## config.mk

```make
export PLATFORM = sky130hd
export DESIGN_NAME = emb_ext_bus
export DESIGN_NICKNAME = d
export VERILOG_FILES = /design/src/rtl/emb_ext_bus.v
export VERILOG_INCLUDE_DIRS = /design/src /design/src/shared
export SDC_FILE = /design/constraint.sdc
export NUM_CORES = 1
export LEC_CHECK = 0
export ABC_AREA = 1
export BUFFER_PORTS_ARGS = -buffer_cell sky130_fd_sc_hd__buf_2
export CAP_MARGIN = 5
export CORE_MARGIN = 2
export CORE_UTILIZATION = 35
export DETAILED_ROUTE_END_ITERATION = 16
export PLACE_DENSITY_LB_ADDON = 0.3
export SETUP_SLACK_MARGIN = 0.5
export SLEW_MARGIN = 20
export SYNTH_ARGS = -nofsm -noshare
export SYNTH_HDL_FRONTEND = slang
export SYNTH_SLANG_ARGS = --single-unit
```

## constraint.sdc

```tcl
create_clock -name pclk -period 1.5 [get_ports pclk]
set_clock_uncertainty 0.2 [all_clocks]
set_input_delay 0.3 -clock pclk [delete_from_list [all_inputs] [get_ports pclk]]
set_output_delay 0.3 -clock pclk [all_outputs]
set_load 0.005 [all_outputs]
```

## src/shared/emb_map.vh

```
`ifndef EMB_MAP_VH
`define EMB_MAP_VH
// ----------------------------------------
// register indices (byte address is four times the index)
// ----------------------------------------
`define EMB_ADDR_STROBE_CTL 8'h8E
`define EMB_ADDR_PORT0 8'h80
`define EMB_ADDR_PORT1 8'h90
`define EMB_ADDR_PORT2 8'hA0
`define EMB_ADDR_PORT3 8'hB0
`define EMB_ADDR_ACCESS 8'hC0
`define EMB_ADDR_STATUS 8'hC4
// ----------------------------------------
// fields and reset values
// ----------------------------------------
`define EMB_STROBE_DIS_BIT 0
`define EMB_ACC_GO_BIT 0
`define EMB_ACC_WRITE_BIT 1
`define EMB_ACC_WIDE_BIT 2
`define EMB_ACC_CODE_BIT 3
`define EMB_ACC_SUSP_BIT 4
`define EMB_ACC_EXTEXEC_BIT 5
`define EMB_ACC_PGM_BIT 6
`define EMB_ACC_VERIFY_BIT 7
`define EMB_PORT_RESET 8'hFF
`define EMB_STROBE_RESET 8'h00
// ----------------------------------------
// timing counts
// ----------------------------------------
`define EMB_STATES_PER_MC 6
`define EMB_RESET_MC 2
`define EMB_RESET_CYCLES (`EMB_STATES_PER_MC * `EMB_RESET_MC)
`endif

```

## src/rtl/emb_ext_bus.v

```verilog
`timescale 1ns/1ps
`include "emb_map.vh"
module emb_ext_bus (
  input wire pclk,
  input wire presetn,
  input wire psel,
  input wire penable,
  input wire pwrite,
  input wire [9:0] paddr,
  input wire [31:0] pwdata,
  output reg [31:0] prdata,
  output wire pready,
  output wire pslverr,
  input wire reset_pin,
  input wire external_access_select,
  input wire lock_programmed,
  input wire program_pulse_input,
  input wire [15:0] fetch_addr,
  input wire [15:0] data_addr,
  input wire [7:0] data_wdata,
  input wire [7:0] alt_p1_out,
  input wire [7:0] alt_p3_out,
  output wire [7:0] alt_p1_in,
  output wire [7:0] alt_p3_in,
  input wire [7:0] port0_in,
  output reg [7:0] port0_out,
  output reg [7:0] port0_oe,
  input wire [7:0] port1_in,
  output wire [7:0] port1_out,
  output wire [7:0] port1_oe,
  input wire [7:0] port2_in,
  output reg [7:0] port2_out,
  output reg [7:0] port2_oe,
  input wire [7:0] port3_in,
  output wire [7:0] port3_out,
  output wire [7:0] port3_oe,
  output reg addr_strobe,
  output reg addr_strobe_weak_pu,
  output reg program_fetch_strobe_n,
  output reg internal_reset,
  output wire fetch_external
);
  // ----------------------------------------
  // state machine codes for one machine cycle
  // ----------------------------------------
  localparam [1:0] ST_IDLE = 2'b01;
  localparam [1:0] ST_DATA = 2'b10;

  reg [7:0] p0_latch_r;
  reg [7:0] p1_latch_r;
  reg [7:0] p2_latch_r;
  reg [7:0] p3_latch_r;
  reg [7:0] strobe_ctl_r;
  reg [7:0] access_r;
  reg [2:0] phase_r;
  reg [1:0] state_r;
  reg [1:0] state_nxt;
  reg [3:0] rst_cnt_r;
  reg ea_latched_r;
  reg ea_caught_r;
  reg [7:0] rdata_r;
  reg data_cycle_r;
  reg [7:0] code_byte_r;

  wire wr_en;
  wire rd_en;
  wire mc_end;
  wire disable_eff;
  wire ea_eff;
  wire [7:0] p1_drive;
  wire [7:0] p3_drive;

  // ----------------------------------------
  // apb slave, zero wait states
  // ----------------------------------------
  // one word per register: an unaligned address never selects anything
  function hit;
    input [9:0] a;
    input [7:0] ref_a;
    begin
      hit = (a == {ref_a, 2'b00});
    end
  endfunction

  assign pready = 1'b1;
  assign pslverr = 1'b0;
  assign wr_en = psel & penable & pwrite;
  assign rd_en = psel & ~pwrite;

  always @* begin
    rdata_r = 8'h00;
    if (hit(paddr, `EMB_ADDR_STROBE_CTL)) begin
      rdata_r = strobe_ctl_r;
    end else if (hit(paddr, `EMB_ADDR_PORT0)) begin
      rdata_r = port0_in;
    end else if (hit(paddr, `EMB_ADDR_PORT1)) begin
      rdata_r = port1_in;
    end else if (hit(paddr, `EMB_ADDR_PORT2)) begin
      rdata_r = port2_in;
    end else if (hit(paddr, `EMB_ADDR_PORT3)) begin
      rdata_r = port3_in;
    end else if (hit(paddr, `EMB_ADDR_ACCESS)) begin
      rdata_r = access_r;
    end else if (hit(paddr, `EMB_ADDR_STATUS)) begin
      rdata_r = {4'h0, ea_eff, disable_eff, data_cycle_r, internal_reset};
    end
  end

  always @(posedge pclk or negedge presetn) begin
    if (!presetn) begin
      prdata <= 32'h00000000;
    end else if (rd_en & ~penable) begin
      prdata <= {24'h000000, rdata_r};
    end
  end

  // ----------------------------------------
  // reset pin qualifier
  // ----------------------------------------
  // a glitch shorter than two machine cycles never resets the core
  always @(posedge pclk or negedge presetn) begin
    if (!presetn) begin
      rst_cnt_r <= 4'h0;
      internal_reset <= 1'b1;
    end else if (!reset_pin) begin
      rst_cnt_r <= 4'h0;
      internal_reset <= 1'b0;
    end else if (rst_cnt_r != `EMB_RESET_CYCLES - 1) begin
      rst_cnt_r <= rst_cnt_r + 4'h1;
    end else begin
      internal_reset <= 1'b1;
    end
  end

  // ----------------------------------------
  // registers
  // ----------------------------------------
  always @(posedge pclk or negedge presetn) begin
    if (!presetn) begin
      p0_latch_r <= `EMB_PORT_RESET;
      p1_latch_r <= `EMB_PORT_RESET;
      p2_latch_r <= `EMB_PORT_RESET;
      p3_latch_r <= `EMB_PORT_RESET;
      strobe_ctl_r <= `EMB_STROBE_RESET;
      access_r <= 8'h00;
    end else if (internal_reset) begin
      p0_latch_r <= `EMB_PORT_RESET;
      p1_latch_r <= `EMB_PORT_RESET;
      p2_latch_r <= `EMB_PORT_RESET;
      p3_latch_r <= `EMB_PORT_RESET;
      strobe_ctl_r <= `EMB_STROBE_RESET;
      access_r <= 8'h00;
    end else begin
      if (wr_en && hit(paddr, `EMB_ADDR_PORT0)) begin
        p0_latch_r <= pwdata[7:0];
      end
      if (wr_en && hit(paddr, `EMB_ADDR_PORT1)) begin
        p1_latch_r <= pwdata[7:0];
      end
      if (wr_en && hit(paddr, `EMB_ADDR_PORT2)) begin
        p2_latch_r <= pwdata[7:0];
      end
      if (wr_en && hit(paddr, `EMB_ADDR_PORT3)) begin
        p3_latch_r <= pwdata[7:0];
      end
      if (wr_en && hit(paddr, `EMB_ADDR_STROBE_CTL)) begin
        strobe_ctl_r <= {7'h00, pwdata[`EMB_STROBE_DIS_BIT]};
      end
      // go is a request bit: hardware clears it when the data cycle starts
      if (wr_en && hit(paddr, `EMB_ADDR_ACCESS)) begin
        access_r <= pwdata[7:0];
      end else if (mc_end && state_r == ST_IDLE && access_r[`EMB_ACC_GO_BIT]) begin
        access_r[`EMB_ACC_GO_BIT] <= 1'b0;
      end
    end
  end

  // ----------------------------------------
  // access select strap
  // ----------------------------------------
  always @(posedge pclk or negedge presetn) begin
    if (!presetn) begin
      ea_latched_r <= 1'b0;
      ea_caught_r <= 1'b0;
    end else if (internal_reset) begin
      ea_caught_r <= 1'b0;
    end else if (!ea_caught_r) begin
      ea_latched_r <= external_access_select;
      ea_caught_r <= 1'b1;
    end
  end

  // pin is active low: low selects external fetch of all code
  assign ea_eff = lock_programmed ? ea_latched_r : external_access_select;
  assign fetch_external = ~ea_eff | access_r[`EMB_ACC_EXTEXEC_BIT];

  // ----------------------------------------
  // machine cycle timing
  // ----------------------------------------
  assign mc_end = (phase_r == `EMB_STATES_PER_MC - 1);

  always @(posedge pclk or negedge presetn) begin
    if (!presetn) begin
      phase_r <= 3'h0;
    end else if (internal_reset || mc_end) begin
      phase_r <= 3'h0;
    end else begin
      phase_r <= phase_r + 3'h1;
    end
  end

  always @* begin
    state_nxt = state_r;
    case (state_r)
      ST_IDLE: begin
        if (mc_end && access_r[`EMB_ACC_GO_BIT]) begin
          state_nxt = ST_DATA;
        end
      end
      ST_DATA: begin
        if (mc_end) begin
          state_nxt = ST_IDLE;
        end
      end
      default: begin
        state_nxt = ST_IDLE;
      end
    endcase
  end

  always @(posedge pclk or negedge presetn) begin
    if (!presetn) begin
      state_r <= ST_IDLE;
    end else if (internal_reset) begin
      state_r <= ST_IDLE;
    end else begin
      state_r <= state_nxt;
    end
  end

  always @* begin
    data_cycle_r = (state_r == ST_DATA);
  end

  // ----------------------------------------
  // strobes
  // ----------------------------------------
  // the bit is honoured only when nothing suspends it; external execution overrides it
  assign disable_eff = strobe_ctl_r[`EMB_STROBE_DIS_BIT] & ~access_r[`EMB_ACC_SUSP_BIT]
                     & ~access_r[`EMB_ACC_CODE_BIT] & ~fetch_external;

  always @(posedge pclk or negedge presetn) begin
    if (!presetn) begin
      addr_strobe <= 1'b0;
      program_fetch_strobe_n <= 1'b1;
    end else begin
      // one pulse per six clocks, dropped in the data cycle
      addr_strobe <= ~internal_reset & (phase_r == 3'h0) & ~data_cycle_r
                   & ~disable_eff;
      // two fetch strobes per cycle; both lost in the data cycle
      program_fetch_strobe_n <= ~(~internal_reset & fetch_external & ~data_cycle_r
                                & (phase_r == 3'h1 || phase_r == 3'h4));
    end
  end

  // ----------------------------------------
  // strobe pin pullup
  // ----------------------------------------
  // the pullup is registered from the effective bit, which would lag a reset
  // by one cycle, so the reset drops it directly
  always @(posedge pclk or negedge presetn) begin
    if (!presetn) begin
      addr_strobe_weak_pu <= 1'b0;
    end else if (internal_reset) begin
      addr_strobe_weak_pu <= 1'b0;
    end else begin
      addr_strobe_weak_pu <= disable_eff;
    end
  end

  // ----------------------------------------
  // programming mode code capture
  // ----------------------------------------
  // the pulse pin is taken as a level: it must be low across a clock edge
  // verify sends back the last byte taken, not the software latch
  always @(posedge pclk or negedge presetn) begin
    if (!presetn) begin
      code_byte_r <= 8'hFF;
    end else if (internal_reset) begin
      code_byte_r <= 8'hFF;
    end else if (access_r[`EMB_ACC_PGM_BIT] && !access_r[`EMB_ACC_VERIFY_BIT] && !program_pulse_input) begin
      code_byte_r <= port0_in;
    end
  end

  // ----------------------------------------
  // port zero and port two
  // ----------------------------------------
  always @(posedge pclk or negedge presetn) begin
    if (!presetn) begin
      port0_out <= 8'h00;
      port0_oe <= 8'h00;
      port2_out <= 8'h00;
      port2_oe <= 8'h00;
    end else if (access_r[`EMB_ACC_PGM_BIT]) begin
      // verify drives code byte; program mode only listens
      port0_out <= code_byte_r;
      port0_oe <= access_r[`EMB_ACC_VERIFY_BIT] ? 8'hFF : 8'h00;
      port2_out <= p2_latch_r;
      port2_oe <= ~p2_latch_r;
    end else if (data_cycle_r) begin
      // address then data; the address is always driven, the data only on a write
      // no strobe here, so an outside latch keeps the last fetch address
      port0_out <= (phase_r < 3'h2) ? data_addr[7:0] : data_wdata;
      port0_oe <= (phase_r < 3'h2 || access_r[`EMB_ACC_WRITE_BIT]) ? 8'hFF : 8'h00;
      port2_out <= access_r[`EMB_ACC_WIDE_BIT] ? data_addr[15:8] : p2_latch_r;
      port2_oe <= access_r[`EMB_ACC_WIDE_BIT] ? 8'hFF : ~p2_latch_r;
    end else if (fetch_external) begin
      port0_out <= fetch_addr[7:0];
      port0_oe <= (phase_r == 3'h0 || phase_r == 3'h3) ? 8'hFF : 8'h00;
      port2_out <= fetch_addr[15:8];
      port2_oe <= 8'hFF;
    end else begin
      // open drain: only zeros are driven
      port0_out <= 8'h00;
      port0_oe <= ~p0_latch_r;
      port2_out <= 8'h00;
      port2_oe <= ~p2_latch_r;
    end
  end

  // ----------------------------------------
  // port one and port three with alternates
  // ----------------------------------------
  // a pin's alternate output only works while its latch holds one
  assign p1_drive = p1_latch_r & alt_p1_out;
  assign p3_drive = p3_latch_r & alt_p3_out;

  genvar gi;
  generate
    for (gi = 0; gi < 8; gi = gi + 1) begin : g_quasi
      // pullup outside; low is the only level driven
      assign port1_out[gi] = 1'b0;
      assign port1_oe[gi] = ~p1_drive[gi];
      assign port3_out[gi] = 1'b0;
      assign port3_oe[gi] = ~(p3_drive[gi] & ~(data_cycle_r & (gi == 6 || gi == 7)
                            & (phase_r > 3'h1)
                            & ((gi == 6) == access_r[`EMB_ACC_WRITE_BIT])));
    end
  endgenerate

  assign alt_p1_in = port1_in;
  assign alt_p3_in = port3_in;
endmodule

```

Word level (Yosys, flattened, before mapping):

Cells that the tools add are included.

* flip-flop bits (word level): 111
* input port bits: 139
* output and inout port bits: 119
* logic and storage cells: 178

* add/subtract/negate cells: 2
* $lt $le $gt $ge: 2
* eq/ne operators: 18
* multiplexer cells: 53
* bitwise operators: 53
* reductions and logical operators: 28

Operators by type and width (count)
* $mux 8: 37
* $eq 10x10->1 const B: 7
* $not 1->1: 30
* $and 1x1->1: 18
* $and 8x8->8: 2
* $not 8->8: 2
* $reduce_bool 2->1: 7
* $mux 4: 3
* $logic_and 1x1->1: 11
* $mux 1: 7
* $mux 7: 1
* $eq 3x3->1 const B: 2
* $mux 2: 3
* $ne 3x2->1 const B: 2
* $add 4x1->4 const B: 1
* $logic_or 1x1->1: 4
* $ne 4x4->1 const B: 1
* $pmux 2 s2: 1
* $reduce_and 2->1: 2
* $add 3x1->3 const B: 1
* $eq 3x1->1 const B: 1
* $eq 3x2->1 const B: 1
* $gt 3x1->1 const B: 1
* $logic_not 3->1: 1
* 9 further kinds: 10

Longest topological paths before layout:

* depth after elaboration: 12
* mapped depth: 11
* depth with buffers taken out: 10

Least setup slack after synthesis:

OpenSTA, ideal clock, no wires.

* path type: register -> register
* start point: reg internal_reset
* end point: reg code_byte_r[7]
* library setup time: 0.079 ns
* arrival: 1.387 ns
* data required time: 1.221 ns
* path slack: -0.166 ns
* stages on the path, launching flop included: 7
* buffers on the path: 2
* clock period less this slack: 1.666 ns
* cell sequence: dfstp_2 -> inv_2 -> buf_2 -> o31ai_1 -> buf_2 -> o21ai_0 -> o21ai_0

* longest elaborated chain between the ends: 1
* elaborated cells between the ends (all ways): 2
* classes of those cells: mux: 1; reduce/logical: 1

RTL lines
* from (decl): RTL line emb_ext_bus.v:40 `output reg internal_reset,`
* from (signal assigned): RTL line emb_ext_bus.v:124 `internal_reset <= 1'b1;`
* from (signal assigned): RTL line emb_ext_bus.v:127 `internal_reset <= 1'b0;`
* from (signal assigned): RTL line emb_ext_bus.v:131 `internal_reset <= 1'b1;`
* $mux 8 or $reduce_bool 2->1 (tied branches)
* to (signal assigned): RTL line emb_ext_bus.v:292 `code_byte_r <= port0_in;`
* to (decl): RTL line emb_ext_bus.v:63 `reg [7:0] code_byte_r;`

Several ways; a longest one is shown, not always the timed one.
A chain may end at the register's enable or synchronous reset.

Worst setup path in the final report:

* start point: reg access_r[5]
* end point: out fetch_external

* longest elaborated chain between the ends: 1

RTL lines
* from (decl): RTL line emb_ext_bus.v:54 `reg [7:0] access_r;`
* from (signal assigned): RTL line emb_ext_bus.v:171 `access_r <= pwdata[7:0];`
* $or 1x1->1: RTL line emb_ext_bus.v:195 `` assign fetch_external = ~ea_eff | access_r[`EMB_ACC_EXTEXEC_BIT]; ``
* to (decl): RTL line emb_ext_bus.v:41 `output wire fetch_external`

No other way between the ends.

==> impl_results.md <==
* Drt pass-1 iters at 5
* Sequential element share of the synthesized area at 0.460
* Period minus WS final at 1.92 ns
* FMAX at 521 MHz
* Post-route DRC violation count at 0
* Total grt overflow at 0
* Die X-Extent at 132 um
* CTS tree: done
* Combinational share of power at 0.321
* Max-cap violation count at 0
* Ys async rst share at 1.00
* PD cells at 943 nW/um2
* Final-report setup violation count at 92
* Port Buffers at 191
* Fillers at 1,332
* Final worst slack at -0.418 ns
* Rows at 46
* Ys flop type: dfrtp_1
* Initial Utilization at 0.361
* Failing checks: negative hold slack, negative setup slack
* Root buffer cell: clkbuf_16
* Clock Path Buffers at 2
* Final hold viol count at 73
* Clk sink count at 104
* CP peak stage delay at 0.41 ns
* Pin count of the biggest net entering global routing at 37
* Syn avg cell area at 8.06 um2
* Flops & latches, synth at 104
* Placer Congestion at 0.853
* Vias in the first global route at 5,622
* All-Layer GR Usage at 0.209
* Cell internal pwr at 6.43 mW
* Global-route wire length before repair at 29.2 mm
* Final-stage net count at 1,153
* Crit-path cells: nor3_4 -> buf_12 -> inv_8 -> buf_12 -> buf_6
* IO Count at 258
* Clock latency at the later pin of the worst-skew pair at 0.35 ns
* Clock Power Share at 0.302
* Post-Syn Instances at 716
* RSZ-0062 raised after global routing: yes
* Switching Share at 0.295
* Area of the die at 17,500 um2
* Startpoint types: register
* DP HPWL at 12.5 mm
* CP max-delay cell: dfrtp_1
* YS warnings at 0
* Post-synth EDFFs at 0
* Peak VDD IR at 0.608 mV
* Routed WL at 19.3 mm
* Placed cell count at 1,149
* Worst setup EP type: output pin
* Area Overhead vs Synth at 67.7%
* Core Area at 16,000 um2
* Vias at 5,864
* Status: finished with violations
* Post-Syn Area at 5770 um2
* Chip Height at 132 um
* Iter 0 DRT Violations at 288
* Synth cell types at 35
* Reg2reg setup slack at -0.34 ns
* Critical path's most frequent cell: buf_12
* Post-DR vias/cell at 4.76
* Fin crit share at 1.28
* Switch Pwr at 2.70 mW
* Overall power at 9.13 mW
* Required @ worst endpoint at 1.00 ns
* HP Class: in2async
* Clock transition at path regs at 0.07 ns
* Slew Viols, Final at 0
* Routed Antenna Nets at 0
* Non-Filler Instances at 1,231
* Wire length per cell at 15.7 um
* Htree depth at 3
* Hold_buf cts at 1
* Hold_ws at -0.199 ns
* Leak pwr at 4.91 nW
* Arrival @ worst endpoint at 1.42 ns
* Antenna violations before repair at 1
* Share of cells above drive strength 1 at 0.578
* CTS Buf Count at 9
* Crit-path max FO at 2
* Setup Crit Path Kind: reg2out
* Setup_tns at -12.49 ns
* Seq pwr share at 0.377
synth_stat cells (3+ instances only):
cell	n	area (um2)
a22oi_1	8	60.1
o22ai_1	6	37.5
nor3_1	8	40.0
inv_1	72	270
o31ai_1	4	30.0
o21ai_4	4	65.1
inv_2	7	26.3
buf_1	4	15.0
ha_1	5	62.6
a31oi_1	26	163
nand3_1	40	200
nor2_2	4	25.0
buf_4	60	450
buf_2	5	25.0
dfstp_2	43	1130
dfrtp_1	61	1530
nor2_1	80	300
a21oi_1	24	120
clkbuf_1	13	48.8
nand2_2	4	25.0
nand4_1	10	62.6
buf_6	4	45.0
nand2_4	3	33.8
nand2_1	114	428
o21ai_1	31	155
o21ai_0	63	315
timing repair:
action                                  4_1_cts  5_1_grt
cloned                                        6        3
setup buffers                                31       24
endpoints found under the setup margin      181      179
resized for setup                           193      113
hold endpoints to repair                     75       68
pin swaps                                    44       36
sequential cells by signal, summed over array words and instances (netlist names), 2 cells and up:
register / cells
state_r: 2
port2_oe: 8
prdata: 8
port2_out: 8
access_r: 8
p1_latch_r: 8
port0_oe: 8
p0_latch_r: 8
p2_latch_r: 8
rst_cnt_r: 4
code_byte_r: 8
phase_r: 3
port0_out: 8
p3_latch_r: 8
layer usage:
layer  routed length, um  share of wire  track usage  vias to the layer above
met5                   0              0            0                        -
met4                 602          0.031       0.0878                        0
met3                1120          0.058       0.0460                       43
met2                9600           0.50        0.340                      221
met1                7950           0.41        0.270                     2748
li1                    -              -            -                     2852
worst max-delay path: cells and delay by family (launching register included):
kind                   cells  cell delay [ns]
flip-flops                 1             0.41
buffers and inverters      4             0.40
AND/OR/NAND/NOR            1             0.26
final timing paths:
kind	start	end	cells past startpoint
worst max register to register	access_r[5]	port2_oe[6]	9
min in group pclk	port0_in[1]	code_byte_r[1]	3
worst min register to register	prdata[4]	prdata[4]	2
worst min-delay path	presetn	p1_latch_r[3]	1
worst max-delay path	access_r[5]	fetch_external	5
max in group asynchronous	presetn	port0_oe[3]	3
metrics by stage:
stage          utilization  setup slack, ns  area, um2
2_1_floorplan            -          -0.0831       6210
3_3_place_gp         0.466           -0.265       7450
3_5_place_dp         0.466           -0.289       7450
4_1_cts              0.558           -0.431       8930
5_1_grt              0.605           -0.467       9680
6_report             0.605           -0.418       9680
cell type report:
type / count / area (um2) / share of cell area
Antenna cell: 1 / 2.50 / 0.000258
Timing Repair Buffer: 325 / 2670 / 0.276
Clock inverter: 6 / 116 / 0.0120
Timing Repair inverter: 2 / 27.5 / 0.00284
Multi-Input combinational cell: 488 / 3370 / 0.348
Clock buffer: 10 / 229 / 0.0236
Tap cell: 216 / 270 / 0.0279
Sequential cell: 104 / 2660 / 0.274
Inverter: 79 / 340 / 0.0351
cell usage in the layout, fill, tap and decap left out, drive strengths merged, types with 8 or more instances in the layout:
| master | instances |
|---|---|
| a21oi | 24 |
| a22oi | 8 |
| a31oi | 26 |
| buf | 321 |
| clkbuf | 13 |
| conb | 42 |
| dfrtp | 61 |
| dfstp | 43 |
| inv | 80 |
| nand2 | 121 |
| nand3 | 40 |
| nand4 | 10 |
| nor2 | 87 |
| nor3 | 8 |
| o21ai | 98 |
cells by family after synthesis:
group           synth area share
simple gates               0.205
compound gates             0.167
buf+inv                    0.153
flops                      0.460
fa+ha+maj                 0.0108
other cells              0.00130
xor+xnor                 0.00152
mux                      0.00195
power by group through the flow:
stage,Sequential (mW),Combinational [mW],Clock [mW]
after floorplan,3.50,1.02,0
after CTS,3.43,2.59,2.82
after global routing,3.49,3.18,2.91
after detailed placement,3.47,1.92,0
after global placement,3.47,1.89,0
final,3.45,2.93,2.75
No activity file was read; power rests on OpenSTA's default activity.
